File: src/glitch_clk_pkg.sv
// constants and preset types shared by both ends of the glitch-free clock mux
package glitch_clk_pkg;

  // system clock period, the base for every derived count
  localparam int CLOCK_PERIOD_NS = 4;

  // half periods of the two generated source clocks
  localparam int FIRST_HALF_NS  = 12;
  localparam int SECOND_HALF_NS = 20;
  localparam logic [7:0] FIRST_HALF_CYCLES  = 8'(FIRST_HALF_NS / CLOCK_PERIOD_NS);
  localparam logic [7:0] SECOND_HALF_CYCLES = 8'(SECOND_HALF_NS / CLOCK_PERIOD_NS);

  // reset values
  localparam logic IDLE_LEVEL_DEFAULT = 1'b0;
  localparam logic GATE_RESET         = 1'b1;
  localparam logic CLOCK_RESET        = 1'b0;
  localparam logic [7:0] COUNT_RESET  = 8'h00;

  // preset configurations of the core mux
  typedef enum logic [3:0] {
    PRESET_CORE          = 4'h0,
    PRESET_PLAIN         = 4'h1,
    PRESET_GATED_RISE    = 4'h2,
    PRESET_GATED_FALL    = 4'h3,
    PRESET_MUX_FALL      = 4'h4,
    PRESET_MUX_RISE      = 4'h5,
    PRESET_SELECT_PIN    = 4'h6,
    PRESET_ASYNC_MUX     = 4'h7,
    PRESET_SELECT_PIN_CE = 4'h8
  } preset_t;

endpackage

File: src/clock_mux_if.sv
// link between the clock source end and the glitch-free mux end
`timescale 1ns/1ps
interface clock_mux_if;
  logic firstClockIn;
  logic secondClockIn;
  logic enableLaneZero;
  logic enableLaneOne;
  logic selectLaneZero;
  logic selectLaneOne;
  logic bypassDetectZero;
  logic bypassDetectOne;
  logic startupPickFirst;
  logic startupPickSecond;

  modport mux (
    input firstClockIn,
    input secondClockIn,
    input enableLaneZero,
    input enableLaneOne,
    input selectLaneZero,
    input selectLaneOne,
    input bypassDetectZero,
    input bypassDetectOne,
    input startupPickFirst,
    input startupPickSecond
  );

  modport source (
    output firstClockIn,
    output secondClockIn,
    output enableLaneZero,
    output enableLaneOne,
    output selectLaneZero,
    output selectLaneOne,
    output bypassDetectZero,
    output bypassDetectOne,
    output startupPickFirst,
    output startupPickSecond
  );
endinterface

File: src/clock_lane.sv
// one input lane: clock synchroniser, edge detect, gate and hand-over state
`timescale 1ns/1ps
module clock_lane (
  input  wire logic clock,
  input  wire logic rst,
  input  wire logic clockPin,
  input  wire logic idleHigh,
  input  wire logic want,
  input  wire logic gateReq,
  input  wire logic bypass,
  input  wire logic allowEngage,
  input  wire logic startEngaged,
  output logic      clockLevel,
  output logic      engaged,
  output logic      gate
);

  logic syncFirst;
  logic lastLevel;
  logic riseEvt;
  logic fallEvt;
  logic switchEdge;
  logic gateEdge;
  logic gateHeld;

  ////////////////////////////////////////////////////////////////////////////
  // pin is asynchronous to the system clock
  always_ff @(posedge clock) begin
    if (rst) begin
      syncFirst  <= glitch_clk_pkg::CLOCK_RESET;
      clockLevel <= glitch_clk_pkg::CLOCK_RESET;
      lastLevel  <= glitch_clk_pkg::CLOCK_RESET;
    end else begin
      syncFirst  <= clockPin;
      clockLevel <= syncFirst;
      lastLevel  <= clockLevel;
    end
  end

  assign riseEvt = clockLevel & ~lastLevel;
  assign fallEvt = ~clockLevel & lastLevel;
  // idle low: hand-over on falling, gate on rising; idle high swaps them
  assign switchEdge = idleHigh ? riseEvt : fallEvt;
  assign gateEdge   = idleHigh ? fallEvt : riseEvt;

  ////////////////////////////////////////////////////////////////////////////
  // gate only moves on its own edge, so a pulse under way always completes
  always_ff @(posedge clock) begin
    if (rst) begin
      gateHeld <= glitch_clk_pkg::GATE_RESET;
    end else if (gateEdge) begin
      gateHeld <= gateReq;
    end
  end

  // new enable acts in the edge cycle itself, else the pulse start is cut
  assign gate = gateEdge ? gateReq : gateHeld;

  ////////////////////////////////////////////////////////////////////////////
  // lane state lives in the lane's own edge timing, except under bypass, which acts in any cycle
  always_ff @(posedge clock) begin
    if (rst) begin
      engaged <= startEngaged;
    end else if (bypass && !want) begin
      engaged <= 1'b0;
    end else if (bypass && want && allowEngage) begin
      engaged <= 1'b1;
    end else if (switchEdge) begin
      engaged <= want && (engaged || allowEngage);
    end
  end

endmodule

File: src/glitch_free_clock_mux_core.sv
// glitch-free two-input clock mux with preset configurations
`timescale 1ns/1ps
module glitch_free_clock_mux_core #(
  parameter glitch_clk_pkg::preset_t PRESET     = glitch_clk_pkg::PRESET_CORE,
  parameter logic                    IDLE_LEVEL = glitch_clk_pkg::IDLE_LEVEL_DEFAULT
) (
  input  wire logic clock,
  input  wire logic rst,
  clock_mux_if.mux  link,
  output logic      muxedClock,
  output logic      usingFirst,
  output logic      usingSecond,
  output logic      switchPending
);

  // effective control lines after preset tie-offs
  logic ceZero;
  logic ceOne;
  logic selZero;
  logic selOne;
  logic ignZero;
  logic ignOne;
  logic pick;
  logic idleHigh;
  logic startZero;
  logic startOne;

  // lane results
  logic wantZero;
  logic wantOne;
  logic allowZero;
  logic allowOne;
  logic levelZero;
  logic levelOne;
  logic engZero;
  logic engOne;
  logic gateZero;
  logic gateOne;
  logic passZero;
  logic passOne;
  logic next_muxedClock;
  logic next_switchPending;

  ////////////////////////////////////////////////////////////////////////////
  // idle level: fixed by the plain and edge-sensitive presets, else the parameter
  always_comb begin
    case (PRESET)
      glitch_clk_pkg::PRESET_GATED_FALL: begin
        idleHigh = 1'b1;
      end
      glitch_clk_pkg::PRESET_MUX_RISE: begin
        idleHigh = 1'b1;
      end
      glitch_clk_pkg::PRESET_PLAIN,
      glitch_clk_pkg::PRESET_GATED_RISE,
      glitch_clk_pkg::PRESET_MUX_FALL: begin
        idleHigh = 1'b0;
      end
      default: begin
        idleHigh = IDLE_LEVEL;
      end
    endcase
  end

  // single select line of the mux presets rides on lane-one select
  assign pick = link.selectLaneOne;

  ////////////////////////////////////////////////////////////////////////////
  // tie unused control lines per preset
  always_comb begin
    ceZero  = link.enableLaneZero;
    ceOne   = link.enableLaneOne;
    selZero = link.selectLaneZero;
    selOne  = link.selectLaneOne;
    ignZero = link.bypassDetectZero;
    ignOne  = link.bypassDetectOne;
    case (PRESET)
      glitch_clk_pkg::PRESET_PLAIN: begin
        ceZero  = 1'b1;
        selZero = 1'b1;
        ceOne   = 1'b0;
        selOne  = 1'b0;
        ignZero = 1'b0;
        ignOne  = 1'b0;
      end
      glitch_clk_pkg::PRESET_GATED_RISE,
      glitch_clk_pkg::PRESET_GATED_FALL: begin
        selZero = 1'b1;
        ceOne   = 1'b0;
        selOne  = 1'b0;
        ignZero = 1'b0;
        ignOne  = 1'b0;
      end
      glitch_clk_pkg::PRESET_MUX_FALL,
      glitch_clk_pkg::PRESET_MUX_RISE: begin
        // enable lanes steer, so the select has enable-lane setup
        ceZero  = ~pick;
        ceOne   = pick;
        selZero = 1'b1;
        selOne  = 1'b1;
        ignZero = 1'b0;
        ignOne  = 1'b0;
      end
      glitch_clk_pkg::PRESET_SELECT_PIN: begin
        ceZero  = 1'b1;
        ceOne   = 1'b1;
        selZero = ~pick;
        selOne  = pick;
        ignZero = 1'b0;
        ignOne  = 1'b0;
      end
      glitch_clk_pkg::PRESET_ASYNC_MUX: begin
        ceZero  = 1'b1;
        ceOne   = 1'b1;
        selZero = ~pick;
        selOne  = pick;
        ignZero = 1'b1;
        ignOne  = 1'b1;
      end
      glitch_clk_pkg::PRESET_SELECT_PIN_CE: begin
        ceZero  = link.enableLaneZero;
        ceOne   = link.enableLaneZero;
        selZero = ~pick;
        selOne  = pick;
        ignZero = 1'b0;
        ignOne  = 1'b0;
      end
      default: begin
        ceZero  = link.enableLaneZero;
      end
    endcase
  end

  ////////////////////////////////////////////////////////////////////////////
  // startup choice; single-input presets always start on the first input
  always_comb begin
    case (PRESET)
      glitch_clk_pkg::PRESET_PLAIN,
      glitch_clk_pkg::PRESET_GATED_RISE,
      glitch_clk_pkg::PRESET_GATED_FALL: begin
        startZero = 1'b1;
        startOne  = 1'b0;
      end
      default: begin
        // first wins should both straps arrive set
        startZero = link.startupPickFirst;
        startOne  = link.startupPickSecond & ~link.startupPickFirst;
      end
    endcase
  end

  ////////////////////////////////////////////////////////////////////////////
  // an input is wanted only with both lines of its pair high
  assign wantZero = selZero & ceZero;
  assign wantOne  = selOne & ceOne;

  // hand-over: a lane engages only once the other has let go; with both
  // pairs high the engaged lane keeps the output
  assign allowZero = ~engOne;
  assign allowOne  = ~engZero & ~wantZero;

  ////////////////////////////////////////////////////////////////////////////
  clock_lane laneZero (
    .clock        (clock),
    .rst          (rst),
    .clockPin     (link.firstClockIn),
    .idleHigh     (idleHigh),
    .want         (wantZero),
    .gateReq      (ceZero),
    .bypass       (ignZero),
    .allowEngage  (allowZero),
    .startEngaged (startZero),
    .clockLevel   (levelZero),
    .engaged      (engZero),
    .gate         (gateZero)
  );

  clock_lane laneOne (
    .clock        (clock),
    .rst          (rst),
    .clockPin     (link.secondClockIn),
    .idleHigh     (idleHigh),
    .want         (wantOne),
    .gateReq      (ceOne),
    .bypass       (ignOne),
    .allowEngage  (allowOne),
    .startEngaged (startOne),
    .clockLevel   (levelOne),
    .engaged      (engOne),
    .gate         (gateOne)
  );

  ////////////////////////////////////////////////////////////////////////////
  // a lane passes its clock only while engaged and gated; idle low ORs
  // high phases, idle high ORs low phases, so nothing rests in between
  assign passZero = engZero & gateZero;
  assign passOne  = engOne & gateOne;

  always_comb begin
    if (idleHigh) begin
      next_muxedClock = ~((passZero & ~levelZero) | (passOne & ~levelOne));
    end else begin
      next_muxedClock = (passZero & levelZero) | (passOne & levelOne);
    end
  end

  // registered so the output cannot glitch between lane updates
  always_ff @(posedge clock) begin
    if (rst) begin
      muxedClock <= IDLE_LEVEL;
    end else begin
      muxedClock <= next_muxedClock;
    end
  end

  ////////////////////////////////////////////////////////////////////////////
  // status: which input drives, and whether a hand-over is under way
  assign next_switchPending = (wantZero & ~engZero & ~engOne)
                            | (wantOne & ~engOne & ~wantZero)
                            | (engZero & ~wantZero)
                            | (engOne & ~wantOne);

  always_ff @(posedge clock) begin
    if (rst) begin
      usingFirst    <= 1'b0;
      usingSecond   <= 1'b0;
      switchPending <= 1'b0;
    end else begin
      usingFirst    <= engZero;
      usingSecond   <= engOne;
      switchPending <= next_switchPending;
    end
  end

endmodule

File: src/flat_wrapper.sv
// flat-port wrapper written by rule: the top's interface ports become plain ports
module glitch_free_clock_mux_core_flat 
#(
  parameter glitch_clk_pkg::preset_t PRESET     = glitch_clk_pkg::PRESET_CORE,
  parameter logic                    IDLE_LEVEL = glitch_clk_pkg::IDLE_LEVEL_DEFAULT
)
  (clock, rst, muxedClock, usingFirst, usingSecond, switchPending, link_firstClockIn, link_secondClockIn, link_enableLaneZero, link_enableLaneOne, link_selectLaneZero, link_selectLaneOne, link_bypassDetectZero, link_bypassDetectOne, link_startupPickFirst, link_startupPickSecond);
  clock_mux_if link_i ();
  input  wire logic clock;
  input  wire logic rst;
  output logic muxedClock;
  output logic usingFirst;
  output logic usingSecond;
  output logic switchPending;
  input wire logic [$bits(link_i.firstClockIn)-1:0] link_firstClockIn;
  input wire logic [$bits(link_i.secondClockIn)-1:0] link_secondClockIn;
  input wire logic [$bits(link_i.enableLaneZero)-1:0] link_enableLaneZero;
  input wire logic [$bits(link_i.enableLaneOne)-1:0] link_enableLaneOne;
  input wire logic [$bits(link_i.selectLaneZero)-1:0] link_selectLaneZero;
  input wire logic [$bits(link_i.selectLaneOne)-1:0] link_selectLaneOne;
  input wire logic [$bits(link_i.bypassDetectZero)-1:0] link_bypassDetectZero;
  input wire logic [$bits(link_i.bypassDetectOne)-1:0] link_bypassDetectOne;
  input wire logic [$bits(link_i.startupPickFirst)-1:0] link_startupPickFirst;
  input wire logic [$bits(link_i.startupPickSecond)-1:0] link_startupPickSecond;
  assign link_i.firstClockIn = link_firstClockIn;
  assign link_i.secondClockIn = link_secondClockIn;
  assign link_i.enableLaneZero = link_enableLaneZero;
  assign link_i.enableLaneOne = link_enableLaneOne;
  assign link_i.selectLaneZero = link_selectLaneZero;
  assign link_i.selectLaneOne = link_selectLaneOne;
  assign link_i.bypassDetectZero = link_bypassDetectZero;
  assign link_i.bypassDetectOne = link_bypassDetectOne;
  assign link_i.startupPickFirst = link_startupPickFirst;
  assign link_i.startupPickSecond = link_startupPickSecond;
  glitch_free_clock_mux_core #(.PRESET(PRESET), .IDLE_LEVEL(IDLE_LEVEL)) u_core (.clock(clock), .rst(rst), .link(link_i), .muxedClock(muxedClock), .usingFirst(usingFirst), .usingSecond(usingSecond), .switchPending(switchPending));
endmodule
File: config.mk
export PLATFORM = sky130hd
export DESIGN_NAME = glitch_free_clock_mux_core_flat
export DESIGN_NICKNAME = d
export VERILOG_FILES = /design/src/glitch_clk_pkg.sv /design/src/clock_mux_if.sv /design/src/clock_lane.sv /design/src/glitch_free_clock_mux_core.sv /design/src/flat_wrapper.sv
export SDC_FILE = /design/constraint.sdc
export NUM_CORES = 1
export LEC_CHECK = 0
export ABC_AREA = 1
export BUFFER_PORTS_ARGS = -buffer_cell sky130_fd_sc_hd__buf_4
export CORE_AREA = 2 2 41 43
export DETAILED_ROUTE_END_ITERATION = 10
export DIE_AREA = 0 0 43 45
export GPL_TIMING_DRIVEN = 1
export PLACE_DENSITY = 0.67
export RECOVER_POWER = 25
export SLEW_MARGIN = 30
export SYNTH_ARGS = -nofsm -noshare
export SYNTH_HDL_FRONTEND = slang
export SYNTH_HIERARCHICAL = 1
export SYNTH_SLANG_ARGS = --single-unit
File: constraint.sdc
create_clock -name clock -period 1 [get_ports clock]
set_input_delay 0.05 -clock clock [delete_from_list [all_inputs] [get_ports clock]]
set_output_delay 0.05 -clock clock [all_outputs]
set_load 0.01 [all_outputs]
# == Word-level counts from Yosys, hierarchy flattened ==
# Cells that the tools add are included.
# op_classes
n_addsub,0
n_mul,0
div,0
order_cmp,0
n_eq_ne,0
n_shift,0
muxes,10
bitwise_logic,31
n_reduce_logical,14
# ops
operator,n
$and A1 B1 Y1,18
$mux W1,10
$not A1 Y1,9
$logic_and A1 B1 Y1,8
$reduce_bool A4 Y1,2
$or A1 B1 Y1,4
$logic_not A1 Y1,2
$logic_or A1 B1 Y1,2
# word_totals
ff_bits,14
latch_bits,0
ram_bits,0
rom_bits,0
mem_count,0

# == Logic depth before layout (Yosys ltp) ==
# Gate-level depths: netlist of run 1.
# logic_depth
word_depth,9
depth_mapped,7
mapped_depth_nobuf,7

# == Modules after synthesis ==
# The synthesis of run 1 kept the hierarchy.
# modules_own_cells
mod,n_inst,cells_per_inst,area_per_inst_um2
clock_lane,2,29,212.7
glitch_free_clock_mux_core,1,27,175.2

# == Least setup slack after synthesis of run 1 ==
# No wires, ideal clock.
# synth_path
kind,flip-flop to flip-flop
start,register u_core.laneZero.engaged
end,"register u_core.laneOne.engaged, enable pin"
setup_ns,0.310
arrival_time_ns,0.711
slack_ns,-0.021
stages_incl_launch_ff,4
path_buffers,0
period_less_slack_ns,1.021
cell_sequence,edfxtp_1 nor2_1 o22ai_1 o21ai_0
# synth_between
elab_chain_len,4
# synth_lines
element,line_no,text
from (decl),clock_lane.sv:14,"output logic engaged,"
from (signal assigned),clock_lane.sv:63,engaged <= startEngaged;
from (signal assigned),clock_lane.sv:69,engaged <= want && (engaged || allowEngage);
$not A1 Y1,glitch_free_clock_mux_core.sv:160,assign allowOne = ~engZero & ~wantZero;
$and A1 B1 Y1,glitch_free_clock_mux_core.sv:160,
via u_core.allowOne,glitch_free_clock_mux_core.sv:32,logic allowOne;
$logic_and A1 B1 Y1,clock_lane.sv:66,end else if (bypass && want && allowEngage) begin
$reduce_bool A4 Y1 (no line),n/a,
to (signal assigned),clock_lane.sv:63,
to (signal assigned),clock_lane.sv:69,
to (decl),clock_lane.sv:14,
# The timed path passes the listed nets, and every way through them passes these cells.
# A chain may end at the register's enable or synchronous reset.

# == Worst setup path after layout of run 1 ==
# layout_path
start,register u_core.laneZero.engaged
end,register u_core.laneZero.engaged (data pin)
# layout_between
elab_chain_len,6
# layout_lines
element,line_no,text
$logic_or A1 B1 Y1,clock_lane.sv:69,
$logic_and A1 B1 Y1,clock_lane.sv:69,
$mux W1,clock_lane.sv:68,end else if (switchEdge) begin
$mux W1,clock_lane.sv:66,
$mux W1,clock_lane.sv:64,end else if (bypass && !want) begin
$mux W1,clock_lane.sv:62,if (rst) begin
# Every way passes these cells. The select of a mux whose other input is x is not followed.

==> results of run 1 <==
[sequential cells by signal, indices dropped and copies added, names as in the netlist]
signal / flops
u_core/laneOne/clockLevel: 1
u_core/laneOne/engaged: 1
u_core/laneOne/gateHeld: 1
u_core/laneOne/lastLevel: 1
u_core/laneOne/syncFirst: 1
u_core/laneZero/clockLevel: 1
u_core/laneZero/engaged: 1
u_core/laneZero/gateHeld: 1
u_core/laneZero/lastLevel: 1
u_core/laneZero/syncFirst: 1
u_core/muxedClock: 1
u_core/switchPending: 1
u_core/usingFirst: 1
u_core/usingSecond: 1
[through the flow]
stage / area (sq um) / std cells
2_1_floorplan: 619.3 / 90
3_3_place_gp: 759.5 / 122
3_5_place_dp: 759.5 / 122
4_1_cts: 812.0 / 128
5_1_grt: 815.8 / 128
6_report: 815.8 / 128
[cells in the mapped netlist]
master / n / share of area (%)
a21oi_1: 5 / 4.2
conb_1: 1 / 0.62
dfxtp_1: 12 / 40
edfxtp_1: 2 / 10
inv_1: 13 / 8.1
inv_2: 5 / 3.1
nand2_1: 18 / 11
nand3_1: 10 / 8.3
nor2_1: 11 / 6.9
nor2_2: 2 / 2.1
o21ai_0: 4 / 3.3
o22ai_1: 2 / 2.1
[timing repair]
| action | 4_1_cts | 5_1_grt |
|---|---|---|
| endpoints found under the setup margin | 1 | 5 |
| endpoints found under the hold margin | 3 | 0 |
| cloned | 0 | 0 |
| hold buffers | 3 | 0 |
| pin swaps | 0 | 1 |
| gates resized for setup | 0 | 3 |
[cell type report]
| class | count | area, sq um |
|---|---|---|
| multi-input cells | 58 | 254.0 |
| inverters | 18 | 67.56 |
| well taps | 16 | 20.02 |
| flip-flops and latches | 14 | 301.5 |
| fillers | 153 | 655.6 |
| clock buffers | 3 | 22.52 |
| repair buffers | 19 | 150.1 |
[logic make-up (layout without fill, tap and decap cells)]
kind of cell / Yosys count / after routing / share of synthesized area, %
buf+inv: 18 / 40 / 11.25
simple gates: 41 / 41 / 28.54
compound gates: 11 / 11 / 9.582
other cells: 1 / 6 / 0.6244
flops: 14 / 14 / 50.00
[tightest hold or removal path, delay by kind of cell]
| kind | cells | cell delay, ps |
|---|---|---|
| simple gates | 2 | 120 |
| buf+inv | 1 | 80 |
[worst max-delay path by stage]
stage	to	slack, ps	cells after the start
after floorplan	u_core/laneOne/engaged$_DFFE_PP_	10	3
after global placement	u_core/laneOne/engaged$_DFFE_PP_	10	3
after CTS	u_core/laneOne/engaged$_DFFE_PP_	-4	3
final	u_core/laneZero/engaged$_DFFE_PP_	-30	3
after global routing	u_core/laneOne/engaged$_DFFE_PP_	-30	3
after detailed placement	u_core/laneOne/engaged$_DFFE_PP_	3	3
[metal layers]
layer,track usage (%),up-vias,routed length [um]
met3,2.400,2,51
met5,0,-,0
met2,24.24,14,542
li1,-,310,-
met1,16.50,243,516
met4,9.091,0,10
[power by group]
part           internal, W  total (W)  switching [W]
Sequential        0.000607   0.000625      0.0000180
Combinational    0.0000936   0.000187      0.0000935
Clock             0.000139   0.000304       0.000165
[cell usage in the layout (no fill, tap or decap), types with 4 or more instances in the layout]
| master | Yosys | final |
|---|---|---|
| a21oi_1 | 5 | 5 |
| inv_2 | 5 | 5 |
| dfxtp_1 | 12 | 11 |
| inv_1 | 13 | 13 |
| clkbuf_4 | 0 | 4 |
| nor2_1 | 11 | 10 |
| buf_4 | 0 | 15 |
| nand3_1 | 10 | 10 |
| nand2_1 | 18 | 18 |
| conb_1 | 1 | 6 |
==> results.toml, run 1 <==
[outcome]
status = "finished with violations"
violations = "negative setup slack"

[sta]
skew_ps = 0.5827
fin_hold_ws_ps = 13.85
hold_viol = 0
max_freq_mhz = 971.6
worst_slack_ps = -29.25
setup_viol = 1
fin_crit_sh_pct = 102.9
min_period_ps = 1029
finalSetupTns_ps = -29.25
drv_slew = 0
rsz0062_at_grt = "true"

[clocking]
clockBufferDepth = 2
cts_tree = "done"
cts_made_buffers = 3
root_buffer = "clkbuf_4"
clkTransAtPathRegs_ps = 80
h-tree-depth = 1
cts_setup_buffers = 0
clk_latency_ps = 270
clkSinkCount = 14

[synth]
netlist_area_sq_um = 600.6
syn_area_per_cell_sq_um = 7.066
netlist_instances = 85
ys_ff_latch = 14
yosysUniqueCellTypes = 12
ys_warn_count = 6
ys_seq_area_share_pct = 50.00

[finish]
antenna_cells = 0
nets = 126
syn2layout_area_growth_pct = 35.83
post-route-util_pct = 55.44
drive_gt1_share_pct = 25.00

[setup_path]
start_kind = "flip-flop"
slowest_stage = "edfxtp_1"
worstSetupPathType = "flip-flop to flip-flop"
setup.worst_path.start = "u_core/laneZero/engaged$_DFFE_PP_"
arrival_ps = 1050
worst-r2r-cell-count = 3
r2r_start = "u_core/laneZero/engaged$_DFFE_PP_"
cp_max_fo = 4
critPathCaptureType = "flip-flop"
cpPeakStageDelay_ps = 410
path_cells = "buf_4, nor2_1, o21ai_0"
crit_buf_inv = 1
crit_family = "flip-flops"
required_ps = 1020
r2r-end = "u_core/laneZero/engaged$_DFFE_PP_"
rrSetupSlack_ps = -30

[power]
power.leakage_nw = 0.4168
power_density_nw_per_um2 = 1368
power_w = 0.001116
ir_worst_vdd_v = 0.0007735

[floorplanning]
initial_core_util_pct = 40.82
coreArea_sq_um = 1471
pin_count = 16
die_y_um = 45
die_area_sq_um = 1935
core.rowCount = 14
die_w_um = 43

[min_path]
hold_depth = 3
holdPathEnd = "u_core/laneOne/gateHeld$_SDFF_PP1_"
hp-class = "primary input to flip-flop"
min_from = "link_enableLaneOne"

[grt]
antenna_found_initial = 0
grt_pass1_vias = 519
grt_max_degree = 16
grt_usage_pct = 14.15
overflow = 0
grt_pass1_wl_um = 2007

[place]
post-dp-hpwl_um = 851.5
post-place-ws_ps = 3.279
portBuffers = 15
place.gp.congestion = 0.7244

[detailed_routing]
drt_first_pass_iters = 4
first_iter_violations = 13
antenna_left = 0
avgRoutedWirePerCell_um = 8.758
vias_per_cell = 4.445
wl_um = 1121
drcViolationCount = 0
num_vias = 569

[flow_run]
cap_viol_max_count = 0
No activity file was read; power rests on OpenSTA's default activity.
==> run 2, diff against run 1 <==
SKIP_CTS_REPAIR_TIMING = 1   (was not set)
==> run 2 against run 1 <==
Effect of this change: the flow still finishes with violations (negative setup slack); clock power barely moved; sequential share of layout area rose by 0.46 points; first-iteration DRC count fell by 15%; global-route usage fell by 0.42 points; core utilization fell by 0.68 points; register-to-register slack barely moved; maximum frequency barely moved; wire length fell by 3.8%; critical path depth did not move; clock skew barely moved; largest power group unchanged.
==> results.toml, run 2 (synthesized netlist as in run 1, its figures left out) <==
[place]
dp.cells = 122
post-dp-hpwl_um = 851.5
place.gp.congestion = 0.7244
portBuffers = 15
post-place-ws_ps = 3.279

[setup_path]
slowest_stage = "edfxtp_1"
critPathCaptureType = "flip-flop"
arrival_ps = 1050
setup.worst_path.start = "u_core/laneZero/engaged$_DFFE_PP_"
cp_max_fo = 4
r2r_start = "u_core/laneZero/engaged$_DFFE_PP_"
required_ps = 1020
worst-r2r-cell-count = 3
cpPeakStageDelay_ps = 410
r2r-end = "u_core/laneZero/engaged$_DFFE_PP_"
path_cells = "buf_4, nor2_1, o21ai_0"
rrSetupSlack_ps = -30
worstSetupPathType = "flip-flop to flip-flop"
start_kind = "flip-flop"

[grt]
antenna_found_initial = 0
grt_pass1_wl_um = 1938
grt_pass1_vias = 503
grt_usage_pct = 13.73
grt_max_degree = 16
overflow = 0

[finish]
seq_area_sq_um = 301.5
fillerInstances = 152
layout.cells.non_filler = 127
final_common_cell = "nand2_1"
syn2layout_area_growth_pct = 34.17
multi_input_area_sq_um = 254.0
nets = 125
layout_common_cells = "nand2_1, buf_4, inv_1"
drive_gt1_share_pct = 25.23
antenna_cells = 0

[outcome]
status = "finished with violations"
violations = "negative setup slack"

[floorplanning]
pin_count = 16
die_y_um = 45
initial_core_util_pct = 40.82
die_w_um = 43
die_area_sq_um = 1935
core.rowCount = 14
coreArea_sq_um = 1471

[min_path]
hp-class = "primary input to flip-flop"
hold_depth = 3
min_from = "link_enableLaneZero"
holdPathEnd = "u_core/laneZero/gateHeld$_SDFF_PP1_"

[sta]
skew_ps = 1.052
drv_slew = 0
rsz0062_at_grt = "true"
finalSetupTns_ps = -29.52
setup_viol = 1
min_period_ps = 1030
worst_slack_ps = -29.52
fin_crit_sh_pct = 103.0
max_freq_mhz = 971.3
hold_viol = 0

[clocking]
h-tree-depth = 1
clk_latency_ps = 270
clockBufferDepth = 2
cts_tree = "done"
cts_made_buffers = 3
root_buffer = "clkbuf_4"
clkTransAtPathRegs_ps = 80
clkSinkCount = 14

[power]
ir_worst_vdd_v = 0.0007699
power.leakage_nw = 0.4126
power_density_nw_per_um2 = 1380

[detailed_routing]
avgRoutedWirePerCell_um = 8.488
wl_um = 1078
drcViolationCount = 0
vias_per_cell = 4.441
num_vias = 564
antenna_left = 0
first_iter_violations = 11
drt_first_pass_iters = 4

[flow_run]
cap_viol_max_count = 0
[run 2: changes by cell type in the layout (fill, tap and decap cells not counted), sizes merged]
cell         previous run  this run
dlygate4sd3             3         2
[run 2: through the flow]
stage	area [sq um]	hold WS [ps]	total power, W	utilization [%]
2_1_floorplan	619.3	119.1	0.0007288	-
3_3_place_gp	759.5	251.5	0.0008081	51.62
3_5_place_dp	759.5	262.2	0.0008120	51.62
4_1_cts	782.0	-25.96	0.001116	53.15
5_1_grt	805.8	32.92	0.001172	54.76
6_report	805.8	8.187	0.001112	54.76
[run 2: report_power, final]
group | switching (W) | internal [W]
clock | 0.000164 | 0.000139
sequential | 0.0000180 | 0.000607
combinational | 0.0000922 | 0.0000910
[run 2: how the worst max path moves through the flow]
stage	to	cells after the start
floorplan	u_core/laneOne/engaged$_DFFE_PP_	3
global placement	u_core/laneOne/engaged$_DFFE_PP_	3
detailed placement	u_core/laneOne/engaged$_DFFE_PP_	3
CTS	u_core/laneOne/engaged$_DFFE_PP_	3
global route	u_core/laneOne/engaged$_DFFE_PP_	3
finish	u_core/laneZero/engaged$_DFFE_PP_	3
[run 2: final cells by class]
class,instances,area share [%]
clock buffer,3,2.795
inverter,18,8.385
multi-input combinational,58,31.52
sequential,14,37.42
tap,16,2.484
timing repair buffer,18,17.39
[run 2: critical path: cells and delay by family, from the launching register on]
| family | cells | cell delay [ps] |
|---|---|---|
| flops | 1 | 410 |
| simple gates | 1 | 110 |
| buf+inv | 1 | 170 |
| compound gates | 1 | 100 |
[run 2: routing by layer]
metal / global-route usage, % / share of wire (%) / vias to the layer above
met5: 0 / 0 / -
met2: 23.03 / 47 / 14
li1: - / - / 308
met1: 16.25 / 47 / 240
met4: 9.091 / 0.93 / 0
met3: 2.400 / 4.7 / 2
